$ cat config.mk
export PLATFORM = sky130hd
export DESIGN_NAME = dpeh_error_handler
export DESIGN_NICKNAME = d
export VERILOG_FILES = /design/src/verilog/dpeh_pkg.sv /design/src/verilog/dpeh_error_handler.sv
export VERILOG_INCLUDE_DIRS = /design/src /design/src/verilog
export SDC_FILE = /design/constraint.sdc
export NUM_CORES = 1
export LEC_CHECK = 0
export CAP_MARGIN = 0
export CORE_UTILIZATION = 44
export DETAILED_ROUTE_END_ITERATION = 7
export DONT_BUFFER_PORTS = 1
export PLACE_DENSITY = 0.61
export SYNTH_ARGS = -nofsm -noshare
export SYNTH_HDL_FRONTEND = slang
export SYNTH_SLANG_ARGS = --single-unit
$ cat constraint.sdc
create_clock -name clk -period 2.4 [get_ports clk]
set_input_delay 0.6 -clock clk [delete_from_list [all_inputs] [get_ports clk]]
set_output_delay 0.6 -clock clk [all_outputs]
set_load 0.005 [all_outputs]
$ cat src/verilog/dpeh_consts.svh
// register offsets, field positions, reset values and error indices of the error handler
`ifndef DPEH_CONSTS_SVH
`define DPEH_CONSTS_SVH
// register byte offsets
`define DPEH_OFS_PCTL  8'h00
`define DPEH_OFS_DCTL  8'h04
`define DPEH_OFS_BCTL  8'h08
`define DPEH_OFS_SSTAT 8'h0c
`define DPEH_OFS_USTAT 8'h10
`define DPEH_OFS_UMASK 8'h14
`define DPEH_OFS_USEV  8'h18
`define DPEH_OFS_PTR   8'h1c
`define DPEH_OFS_HLOG1 8'h20
`define DPEH_OFS_HLOG2 8'h24
`define DPEH_OFS_HLOG3 8'h28
`define DPEH_OFS_HLOG4 8'h2c
// field positions
`define DPEH_BIT_SYSEN   0
`define DPEH_BIT_SSERR   1
`define DPEH_BIT_FTLEN   0
`define DPEH_BIT_NFTLEN  1
`define DPEH_BIT_FTLDTD  2
`define DPEH_BIT_NFTLDTD 3
`define DPEH_BIT_SPERESP 0
`define DPEH_BIT_BSERREN 1
`define DPEH_BIT_MAMODE  2
`define DPEH_BIT_PTRVLD  2
// error indices, also bit positions in status, mask and severity
`define DPEH_ERR_PERR 0
`define DPEH_ERR_SERR 1
`define DPEH_ERR_MA   2
`define DPEH_ERR_TA   3
// reset values
`define DPEH_RST_MASK 4'h0
`define DPEH_RST_SEV  4'h0
`endif

$ cat src/verilog/dpeh_pkg.sv
// types of the downstream error handler
package dpeh_pkg;
  typedef enum logic [1:0] {
    DPEH_CPL_SC,
    DPEH_CPL_UR,
    DPEH_CPL_CA
  } dpeh_cpl_status_type;
  typedef struct packed {
    logic         active;
    logic         posted;
    logic         write;
    logic         poisoned;
    logic [127:0] header;
  } dpeh_txn_type;
  typedef struct packed {
    logic immData;
    logic masterAbort;
    logic targetAbort;
  } dpeh_term_type;
  typedef struct packed {
    logic                valid;
    dpeh_cpl_status_type status;
  } dpeh_cpl_type;
  typedef struct packed {
    logic valid;
    logic fatal;
  } dpeh_msg_type;
  typedef struct packed {
    logic             perrMeta;
    logic             perrSync;
    logic             perrLast;
    logic             serrMeta;
    logic             serrSync;
    logic             serrLast;
    logic             perrPending;
    logic [1:0]       primaryStatus;
    logic [3:0]       deviceStatus;
    logic [2:0]       bridgeControl;
    logic             masterDataParityFlag;
    logic             receivedSystemErrorFlag;
    logic             receivedMasterAbortFlag;
    logic             receivedTargetAbortFlag;
    logic [3:0]       uncStatus;
    logic [3:0]       uncMask;
    logic [3:0]       uncSeverity;
    logic [1:0]       firstErrorPointer;
    logic             pointerValid;
    logic [3:0][31:0] headerLog;
    logic [31:0]      readData;
    dpeh_cpl_type     cpl;
    dpeh_msg_type     msg;
    logic             discard;
  } dpeh_state_type;
endpackage

$ cat src/verilog/dpeh_error_handler.sv
// downstream error handler: pin sampling, error registers, logging and reporting
`timescale 1ns/100ps
`include "dpeh_consts.svh"

module dpeh_error_handler (
  // clock and reset
  input  wire logic                   clk,
  input  wire logic                   reset,
  // register port
  input  wire logic [7:0]             busAddr,
  input  wire logic [31:0]            busWriteData,
  input  wire logic                   busWrite,
  input  wire logic                   busRead,
  output logic [31:0]                 busReadData,
  // secondary bus pins, active low
  input  wire logic                   secondaryParityErrorPinN,
  input  wire logic                   secondarySystemErrorPinN,
  // transaction being forwarded and its termination
  input  wire dpeh_pkg::dpeh_txn_type  txn,
  input  wire dpeh_pkg::dpeh_term_type term,
  // answers toward the primary side
  output dpeh_pkg::dpeh_cpl_type      cpl,
  output dpeh_pkg::dpeh_msg_type      errMsg,
  output logic                        discardTxn
);
  import dpeh_pkg::*;

  dpeh_state_type state;
  dpeh_state_type next_state;

  // ----------------------------------------------------------------
  // next state
  // ----------------------------------------------------------------
  always_comb begin : nextStateLogic
    logic [3:0] ev;
    logic [3:0] gate;
    logic       perrRise;
    logic       serrRise;
    logic       hit;
    logic       sev;
    logic       send;
    ev = 4'h0;
    gate = 4'h0;
    perrRise = 1'b0;
    serrRise = 1'b0;
    hit = 1'b0;
    sev = 1'b0;
    send = 1'b0;
    next_state = state;

    // pin synchronisers, assertion taken as the low-going edge
    next_state.perrMeta = ~secondaryParityErrorPinN;
    next_state.perrSync = state.perrMeta;
    next_state.perrLast = state.perrSync;
    next_state.serrMeta = ~secondarySystemErrorPinN;
    next_state.serrSync = state.serrMeta;
    next_state.serrLast = state.serrSync;
    perrRise = state.perrSync & ~state.perrLast;
    serrRise = state.serrSync & ~state.serrLast;

    // pulse outputs default low
    next_state.cpl.valid = 1'b0;
    next_state.cpl.status = DPEH_CPL_SC;
    next_state.msg.valid = 1'b0;
    next_state.msg.fatal = 1'b0;
    next_state.discard = 1'b0;
    next_state.readData = 32'h0;

    // ----------------------------------------------------------------
    // software writes, clears applied before hardware sets
    // ----------------------------------------------------------------
    if (busWrite) begin
      case (busAddr)
        `DPEH_OFS_PCTL: begin
          next_state.primaryStatus[`DPEH_BIT_SYSEN] = busWriteData[`DPEH_BIT_SYSEN];
          if (busWriteData[`DPEH_BIT_SSERR]) begin
            next_state.primaryStatus[`DPEH_BIT_SSERR] = 1'b0;
          end
        end
        `DPEH_OFS_DCTL: begin
          next_state.deviceStatus[`DPEH_BIT_FTLEN] = busWriteData[`DPEH_BIT_FTLEN];
          next_state.deviceStatus[`DPEH_BIT_NFTLEN] = busWriteData[`DPEH_BIT_NFTLEN];
          if (busWriteData[`DPEH_BIT_FTLDTD]) begin
            next_state.deviceStatus[`DPEH_BIT_FTLDTD] = 1'b0;
          end
          if (busWriteData[`DPEH_BIT_NFTLDTD]) begin
            next_state.deviceStatus[`DPEH_BIT_NFTLDTD] = 1'b0;
          end
        end
        `DPEH_OFS_BCTL: begin
          next_state.bridgeControl = busWriteData[2:0];
        end
        `DPEH_OFS_SSTAT: begin
          if (busWriteData[`DPEH_ERR_PERR]) begin
            next_state.masterDataParityFlag = 1'b0;
          end
          if (busWriteData[`DPEH_ERR_SERR]) begin
            next_state.receivedSystemErrorFlag = 1'b0;
          end
          if (busWriteData[`DPEH_ERR_MA]) begin
            next_state.receivedMasterAbortFlag = 1'b0;
          end
          if (busWriteData[`DPEH_ERR_TA]) begin
            next_state.receivedTargetAbortFlag = 1'b0;
          end
        end
        `DPEH_OFS_USTAT: begin
          next_state.uncStatus = state.uncStatus & ~busWriteData[3:0];
        end
        `DPEH_OFS_UMASK: begin
          next_state.uncMask = busWriteData[3:0];
        end
        `DPEH_OFS_USEV: begin
          next_state.uncSeverity = busWriteData[3:0];
        end
        `DPEH_OFS_PTR: begin
          if (busWriteData[`DPEH_BIT_PTRVLD]) begin
            next_state.pointerValid = 1'b0;
          end
        end
        default: begin
          next_state.readData = 32'h0;
        end
      endcase
    end

    // ----------------------------------------------------------------
    // software reads, data stands in the following cycle only
    // ----------------------------------------------------------------
    if (busRead) begin
      case (busAddr)
        `DPEH_OFS_PCTL: begin
          next_state.readData = {30'h0, state.primaryStatus};
        end
        `DPEH_OFS_DCTL: begin
          next_state.readData = {28'h0, state.deviceStatus};
        end
        `DPEH_OFS_BCTL: begin
          next_state.readData = {29'h0, state.bridgeControl};
        end
        `DPEH_OFS_SSTAT: begin
          next_state.readData = {28'h0, state.receivedTargetAbortFlag,
                                 state.receivedMasterAbortFlag,
                                 state.receivedSystemErrorFlag,
                                 state.masterDataParityFlag};
        end
        `DPEH_OFS_USTAT: begin
          next_state.readData = {28'h0, state.uncStatus};
        end
        `DPEH_OFS_UMASK: begin
          next_state.readData = {28'h0, state.uncMask};
        end
        `DPEH_OFS_USEV: begin
          next_state.readData = {28'h0, state.uncSeverity};
        end
        `DPEH_OFS_PTR: begin
          next_state.readData = {29'h0, state.pointerValid, state.firstErrorPointer};
        end
        `DPEH_OFS_HLOG1: begin
          next_state.readData = state.headerLog[0];
        end
        `DPEH_OFS_HLOG2: begin
          next_state.readData = state.headerLog[1];
        end
        `DPEH_OFS_HLOG3: begin
          next_state.readData = state.headerLog[2];
        end
        `DPEH_OFS_HLOG4: begin
          next_state.readData = state.headerLog[3];
        end
        default: begin
          next_state.readData = 32'h0;
        end
      endcase
    end

    // ----------------------------------------------------------------
    // error events
    // ----------------------------------------------------------------
    // parity only counts on non-poisoned writes being forwarded
    ev[`DPEH_ERR_PERR] = perrRise & txn.active & txn.write & ~txn.poisoned;
    ev[`DPEH_ERR_SERR] = serrRise & txn.active;
    ev[`DPEH_ERR_MA] = term.masterAbort & txn.active;
    ev[`DPEH_ERR_TA] = term.targetAbort & txn.active;

    // message gates per error
    gate[`DPEH_ERR_PERR] = ~state.uncMask[`DPEH_ERR_PERR];
    gate[`DPEH_ERR_SERR] = ~state.uncMask[`DPEH_ERR_SERR] |
                           state.bridgeControl[`DPEH_BIT_BSERREN];
    gate[`DPEH_ERR_MA] = ~state.uncMask[`DPEH_ERR_MA] |
                         (txn.posted & state.bridgeControl[`DPEH_BIT_MAMODE]);
    gate[`DPEH_ERR_TA] = ~state.uncMask[`DPEH_ERR_TA];

    // status bits, hardware set wins over a clear in the same cycle
    if (ev[`DPEH_ERR_PERR]) begin
      next_state.uncStatus[`DPEH_ERR_PERR] = 1'b1;
      if (state.bridgeControl[`DPEH_BIT_SPERESP]) begin
        next_state.masterDataParityFlag = 1'b1;
      end
    end
    if (ev[`DPEH_ERR_SERR]) begin
      next_state.receivedSystemErrorFlag = 1'b1;
      next_state.uncStatus[`DPEH_ERR_SERR] = 1'b1;
    end
    if (ev[`DPEH_ERR_MA]) begin
      next_state.receivedMasterAbortFlag = 1'b1;
      next_state.uncStatus[`DPEH_ERR_MA] = 1'b1;
    end
    if (ev[`DPEH_ERR_TA]) begin
      next_state.receivedTargetAbortFlag = 1'b1;
      next_state.uncStatus[`DPEH_ERR_TA] = 1'b1;
    end

    // ----------------------------------------------------------------
    // detection flags and upstream messages
    // ----------------------------------------------------------------
    for (int i = 0; i < 4; i++) begin
      if (ev[i]) begin
        sev = state.uncSeverity[i];
        if (sev) begin
          next_state.deviceStatus[`DPEH_BIT_FTLDTD] = 1'b1;
        end else begin
          next_state.deviceStatus[`DPEH_BIT_NFTLDTD] = 1'b1;
        end
        send = gate[i] & (state.primaryStatus[`DPEH_BIT_SYSEN] |
               (sev ? state.deviceStatus[`DPEH_BIT_FTLEN]
                    : state.deviceStatus[`DPEH_BIT_NFTLEN]));
        if (send) begin
          next_state.msg.valid = 1'b1;
          // one message per cycle; fatal wins when errors coincide
          next_state.msg.fatal = next_state.msg.fatal | sev;
          if (state.primaryStatus[`DPEH_BIT_SYSEN]) begin
            next_state.primaryStatus[`DPEH_BIT_SSERR] = 1'b1;
          end
        end
      end
    end

    // ----------------------------------------------------------------
    // first error pointer and header log, lowest index first
    // ----------------------------------------------------------------
    for (int i = 0; i < 4; i++) begin
      if (!hit && ev[i] && !state.uncMask[i] && !state.pointerValid) begin
        hit = 1'b1;
        next_state.firstErrorPointer = 2'(i);
        next_state.pointerValid = 1'b1;
        if (i == `DPEH_ERR_MA && !txn.posted) begin
          next_state.headerLog[3] = txn.header[31:0];
        end else if (i != `DPEH_ERR_SERR) begin
          next_state.headerLog = txn.header;
        end
      end
    end

    // ----------------------------------------------------------------
    // completions and discards
    // ----------------------------------------------------------------
    // the parity event may come cycles before the data completion, so it is held
    // until the write completes or stops being forwarded
    if (ev[`DPEH_ERR_PERR] && !txn.posted) begin
      next_state.perrPending = 1'b1;
    end
    if (!txn.active) begin
      next_state.perrPending = 1'b0;
    end
    // parity and system error never raise a discard, forwarding goes on
    if (txn.active && txn.posted) begin
      if (term.masterAbort || term.targetAbort) begin
        next_state.discard = 1'b1;
      end
    end
    // posted parity error only sets status and reports
    if (txn.active && !txn.posted) begin
      if (term.masterAbort) begin
        next_state.cpl.valid = 1'b1;
        next_state.cpl.status = DPEH_CPL_UR;
        next_state.perrPending = 1'b0;
      end else if (term.targetAbort) begin
        next_state.cpl.valid = 1'b1;
        next_state.cpl.status = DPEH_CPL_CA;
        next_state.perrPending = 1'b0;
      end else if (term.immData) begin
        next_state.cpl.valid = 1'b1;
        if (state.perrPending || ev[`DPEH_ERR_PERR]) begin
          next_state.cpl.status = DPEH_CPL_UR;
        end
        next_state.perrPending = 1'b0;
      end
    end
  end

  // ----------------------------------------------------------------
  // state register
  // ----------------------------------------------------------------
  always_ff @(posedge clk) begin
    if (reset) begin
      state <= '0;
      state.uncMask <= `DPEH_RST_MASK;
      state.uncSeverity <= `DPEH_RST_SEV;
    end else begin
      state <= next_state;
    end
  end

  // ----------------------------------------------------------------
  // outputs
  // ----------------------------------------------------------------
  assign busReadData = state.readData;
  assign cpl = state.cpl;
  assign errMsg = state.msg;
  assign discardTxn = state.discard;

endmodule // dpeh_error_handler

## Word level (Yosys, flattened, before mapping)

Cells that the tools add are included.

| cells by class | value |
|---|---|
| add/sub/neg operators | 0 |
| multipliers | 0 |
| divide/modulo/power cells | 0 |
| $lt $le $gt $ge | 0 |
| eq/ne operators | 11 |
| shifts and indexed selects | 0 |
| multiplexer cells | 82 |
| bitwise gates (word level) | 36 |
| reductions and logical operators | 62 |

Operators by type and width:

| kind | number |
|---|---|
| 131-bit 2-to-1 mux | 3 |
| 32-bit case mux with 12 select lines | 1 |
| 96-bit 2-to-1 mux | 1 |
| 1-bit 2-to-1 mux | 51 |
| 8-bit by 5-bit equality test with 1-bit output (second input constant) | 4 |
| 8-bit by 6-bit equality test with 1-bit output (second input constant) | 4 |
| 32-bit 2-to-1 mux | 1 |
| 2-bit 2-to-1 mux | 14 |
| 2-bit nonzero test | 14 |
| 25-bit 2-to-1 mux | 1 |
| 4-bit 2-to-1 mux | 5 |
| 2-bit AND reduction | 9 |
| 8-bit by 4-bit equality test with 1-bit output (second input constant) | 2 |
| 3-bit 2-to-1 mux | 5 |
| 5-bit nonzero test | 3 |
| 1-bit logical AND | 14 |
| 1-bit bitwise AND | 13 |
| 1-bit inverter | 12 |
| 3-bit AND reduction | 4 |
| 1-bit logical NOT | 9 |
| 1-bit OR | 9 |
| 8-bit by 3-bit equality test with 1-bit output (second input constant) | 1 |
| 8-bit logical NOT | 1 |
| 2-bit OR reduction | 3 |
| other kinds (6) | 7 |

| storage, ports and cells | value |
|---|---|
| flip-flop bits (word level) | 201 |
| latch bits | 0 |
| memory bits (writable) | 0 |
| memory bits (read-only) | 0 |
| input port bits | 181 |
| output and inout port bits | 38 |
| logic and storage cells | 226 |
| memories | 0 |

## Depth between registers and ports, before layout

| logic depth | value |
|---|---|
| depth after elaboration | 24 |
| depth in mapped cells | 9 |
| depth with buffers taken out | 5 |

## Worst setup path after synthesis

Ideal clock, no wire load.

| timing path | value |
|---|---|
| path kind | input -> register |
| from | in term[1] in the netlist's numbering |
| to | reg state[100] in the netlist's numbering |
| setup time | 0.072 ns |
| arrival time | 1.877 ns |
| required time | 2.328 ns |
| setup slack | 0.452 ns |
| stages on the path | 9 |
| buffers on the path | 4 |
| cell sequence | buf_2 > and4bb_4 > nand2_1 > a21oi_1 > o21a_1 > buf_6 > buf_12 > buf_8 > mux2i_1 |

| on the way | value |
|---|---|
| longest elaborated chain between the ends | 10 |
| elaborated cells on any way between the ends | 11 |
| those cells by class | mux (3); bitwise (1); reduce/logical (7) |

Ends and longest elaborated chain:

| element | line | text |
|---|---|---|
| from (decl) | dpeh_error_handler.sv:20 | `input wire dpeh_pkg::dpeh_term_type term,` |
| 1-bit bitwise AND (*) | dpeh_error_handler.sv:183 | `` ev[`DPEH_ERR_MA] = term.masterAbort & txn.active; `` |
| 1-bit logical AND (*) (3 in a row) | dpeh_error_handler.sv:243 | `if (!hit && ev[i] && !state.uncMask[i] && !state.pointerValid) begin` |
| 1-bit 2-to-1 mux | dpeh_error_handler.sv:243 |  |
| 1-bit logical NOT | dpeh_error_handler.sv:243 |  |
| 1-bit logical AND (3 in a row) | dpeh_error_handler.sv:243 |  |
| 131-bit 2-to-1 mux (*) | dpeh_error_handler.sv:243 |  |
| to (signal assigned) | dpeh_error_handler.sv:301 | `state <= next_state;` |
| to (decl) | dpeh_error_handler.sv:28 | `dpeh_state_type state;` |

Mark *: on every way between the ends. The rest lies on a longest branch, timed or not.
A chain may end at the register's enable or synchronous reset.

## Worst setup path after layout

| timing path | value |
|---|---|
| from | reg state[174] in the netlist's numbering |
| to | reg state[155] in the netlist's numbering |

| on the way | value |
|---|---|
| longest elaborated chain between the ends | 14 |
| elaborated cells on any way between the ends | 16 |
| those cells by class | mux (4); reduce/logical (12) |

Ends and longest elaborated chain:

| element | line |
|---|---|
| 1-bit logical NOT (*) | dpeh_error_handler.sv:243 |
| 1-bit logical AND (*) (2 in a row) | dpeh_error_handler.sv:243 |
| 1-bit 2-to-1 mux (*) | dpeh_error_handler.sv:243 |
| 1-bit logical NOT | dpeh_error_handler.sv:243 |
| 1-bit logical AND (3 in a row) | dpeh_error_handler.sv:243 |
| 1-bit 2-to-1 mux | dpeh_error_handler.sv:243 |
| 1-bit logical NOT | dpeh_error_handler.sv:243 |
| 1-bit logical AND (3 in a row) | dpeh_error_handler.sv:243 |
| 3-bit nonzero test (no source line) or 131-bit 2-to-1 mux (tied branches) | n/a |

Marks and branches as above.

==> out/qor.yml <==
post-cts-setup-buffers: 0
cp_num_buf_inv: 1
min_path_type: "primary input to flop"
yosysUniqueCellTypes: 62
arrival_ns: 2.42
yosysWarningCount: 0
synth_top_flop_cell: "dfxtp_1"
drt_first_iter_violations: 585
fmax_ghz: 0.5060
peakVddDrop_uv: 440.4
ys_ff_latch: 201
row_count: 53
rsz0062_at_grt: "false"
areaGrowthSynthToFinish_pct: 7.217
die_y_um: 149.6
synth_top_cell_by_area: "dfxtp_1"
end_kind: "flop"
hold_buffers: 0
finalWeightedCongestion: 0.9263
boundaryPins: 219
grt_use_total_pct: 22.93
dr.pass1.iters: 5
seq_area_sq_mm: 0.004024
clk_latency_ns: 0.51
dieArea_sq_mm: 0.02238
hold_ws_ns: 0.1548
synth_edf_count: 0
coreArea_sq_mm: 0.02122
vias: 6995
syn_avg_cell_area_sq_um: 9.454
async_reset_ff_share_pct: 0
crit_path_start_kind: "flop"
viasPerCell: 5.650
drv_cap: 0
cts_resized: 0
overflow: 0
clock_path_buffers: 3
cp_top_family: "compound AO/OA/AOI/OAI gates"
cts_sinks: 201
synthesis.area_sq_mm: 0.009587
min_period_ns: 1.976
cts_made_buffers: 23
nFillCells: 2006
final_antenna_net_count: 0
grt_pass1_vias: 6421
synth.top_cell.area_share_pct: 41.97
critical_path_required_ns: 2.85
drv_slew: 0
start_util_pct: 45.18
grt_start_max_net_pins: 235
cts_tree: "built"
post-route-drc-count: 0
port_buffers: 0
synthCells: 1014
crit_path_max_incr_delay_ns: 0.48
fin_setup_tns_ns: 0
grt_pass1_wl_um: 39160
path_max_fanout: 17
cp_cell_sequence: "and4bb_4 > a31oi_4 > nand2_1 > o31ai_4 > buf_12 > a221o_1"
cpMaxStageDelayCell: "o31ai_4"
relSlewSlack_pct: 58.64
totalWireLength_um: 26350
synth_area_leaders: "dfxtp_1 42%, nand2b_1 13%, mux2i_1 10%, a221o_1 3.3%, buf_4 3.3%"
cts-root-buf: "clkbuf_16"
skew_ns: 0.007434
setup-violations-final: 0
tightestPinTransition_ns: 0.6191
post-dp-hpwl_um: 18130
power.leakage_nw: 3.558
cts-htree-levels: 1
nets: 1131
wl_per_cell_um: 21.28
hold_violations: 0
antenna_found_initial: 1
synth_fp_nets: 1195
drive_gt1_share_pct: 9.979
fin_crit_sh_pct: 82.34
outcome: "complete, no violations"
crit_type: "flop to flop"
clkTransAtPathRegs_ns: 0.06
die_w_um: 149.6
multi_input_area_sq_mm: 0.004870
powerDensity_mw_per_mm2: 739.9
synth-seq-area-share_pct: 41.97
==> logic make-up after synthesis <==
kind of cell           count (synthesis)  share of synthesized area (%)
muxes                                124                          13.39
and+or+nand+nor                      384                          22.96
AOI/OAI and AO/OA                    180                          14.02
buffers and inverters                125                          7.661
DFF                                  201                          41.97
==> report_power, final <==
part           switching, W  leakage, nW  internal [W]
logic              0.000300         1.57      0.000327
clock network       0.00138        0.348       0.00199
registers         0.0000997         1.64       0.00350
==> Yosys cell counts, types with 3 or more instances <==
| cell type | number |
|---|---|
| nor2_1 | 46 |
| buf_1 | 3 |
| dfxtp_1 | 201 |
| o22ai_1 | 4 |
| nor2b_1 | 10 |
| a22oi_1 | 30 |
| inv_1 | 11 |
| nor3_1 | 9 |
| clkbuf_2 | 3 |
| buf_2 | 22 |
| a221o_1 | 32 |
| a221oi_1 | 16 |
| a22o_1 | 9 |
| a211oi_1 | 4 |
| nand2b_1 | 193 |
| nand2_1 | 46 |
| nand3_1 | 24 |
| buf_4 | 42 |
| nor3_2 | 3 |
| and2_1 | 33 |
| a31oi_1 | 6 |
| a21oi_1 | 48 |
| mux2i_1 | 99 |
| o21ai_0 | 14 |
| buf_8 | 4 |
| mux2_2 | 24 |
| clkbuf_1 | 37 |
==> stage by stage <==
step / worst slack [ns] / total power [W] / instance area, sq um / cells / util, %
2_1_floorplan: 0.4518 / 0.004199 / 9587 / 1014 / -
3_3_place_gp: 0.2609 / 0.004290 / 9567 / 1200 / 45.08
3_5_place_dp: 0.2396 / 0.004298 / 9567 / 1200 / 45.08
4_1_cts: 0.4439 / 0.007681 / 10280 / 1237 / 48.43
5_1_grt: 0.3560 / 0.007879 / 10280 / 1237 / 48.43
6_report: 0.4239 / 0.007605 / 10280 / 1238 / 48.44
==> layer usage <==
layer	GRT usage [%]	up-vias	routed length (um)
li1	-	3380	-
met1	36.42	3339	13540
met2	30.67	239	10390
met3	4.543	37	1984
met4	5.459	0	439
met5	0	-	0
==> flip-flops by register name (all words and copies together), names as in the netlist <==
| register | count |
|---|---|
| next_state | 4 |
| cpl | 3 |
| errMsg | 2 |
| state | 159 |
| discardTxn | 1 |
| busReadData | 32 |
==> path summary, 6_finish.rpt <==
kind                                                from  slack (ns)  cells after the start               to
worst min register to register           next_state[196]        0.44                      1  next_state[195]
worst min-delay path            secondaryParityErrorPinN        0.15                      1  next_state[199]
worst max-delay path                          state[174]        0.42                      6       state[155]
worst max register to register                state[174]        0.42                      6       state[155]
==> cell usage in the layout, fill, tap and decap left out, types with 2 or more instances in the layout <==
cell type	count
a31oi_1	6
a41oi_1	2
a221o_1	32
mux2_2	24
mux2i_1	99
a211oi_1	4
dfxtp_1	201
a22oi_1	30
nand3_1	24
buf_4	17
o21ai_0	14
nor3_1	9
inv_1	11
a22o_1	9
clkinv_2	4
o22ai_1	4
a32o_1	2
bufinv_16	2
clkbuf_16	23
clkbuf_1	4
nor2b_1	10
and4bb_4	2
and2_1	33
buf_12	8
nor3_4	2
nand4_1	2
nand2b_1	193
nand2_1	46
a21oi_1	48
and3_1	2
nor2_1	46
a221oi_1	16
==> final cells by class <==
class,count,area share (%)
sequential,201,39.15
timing repair buffer,25,2.800
clock inverter,9,1.023
multi-input combinational,688,47.38
antenna,1,0.02435
inverter,11,0.4017
tap,275,3.348
clock buffer,28,5.879
Note: power is estimated with default switching activity, not from simulation.
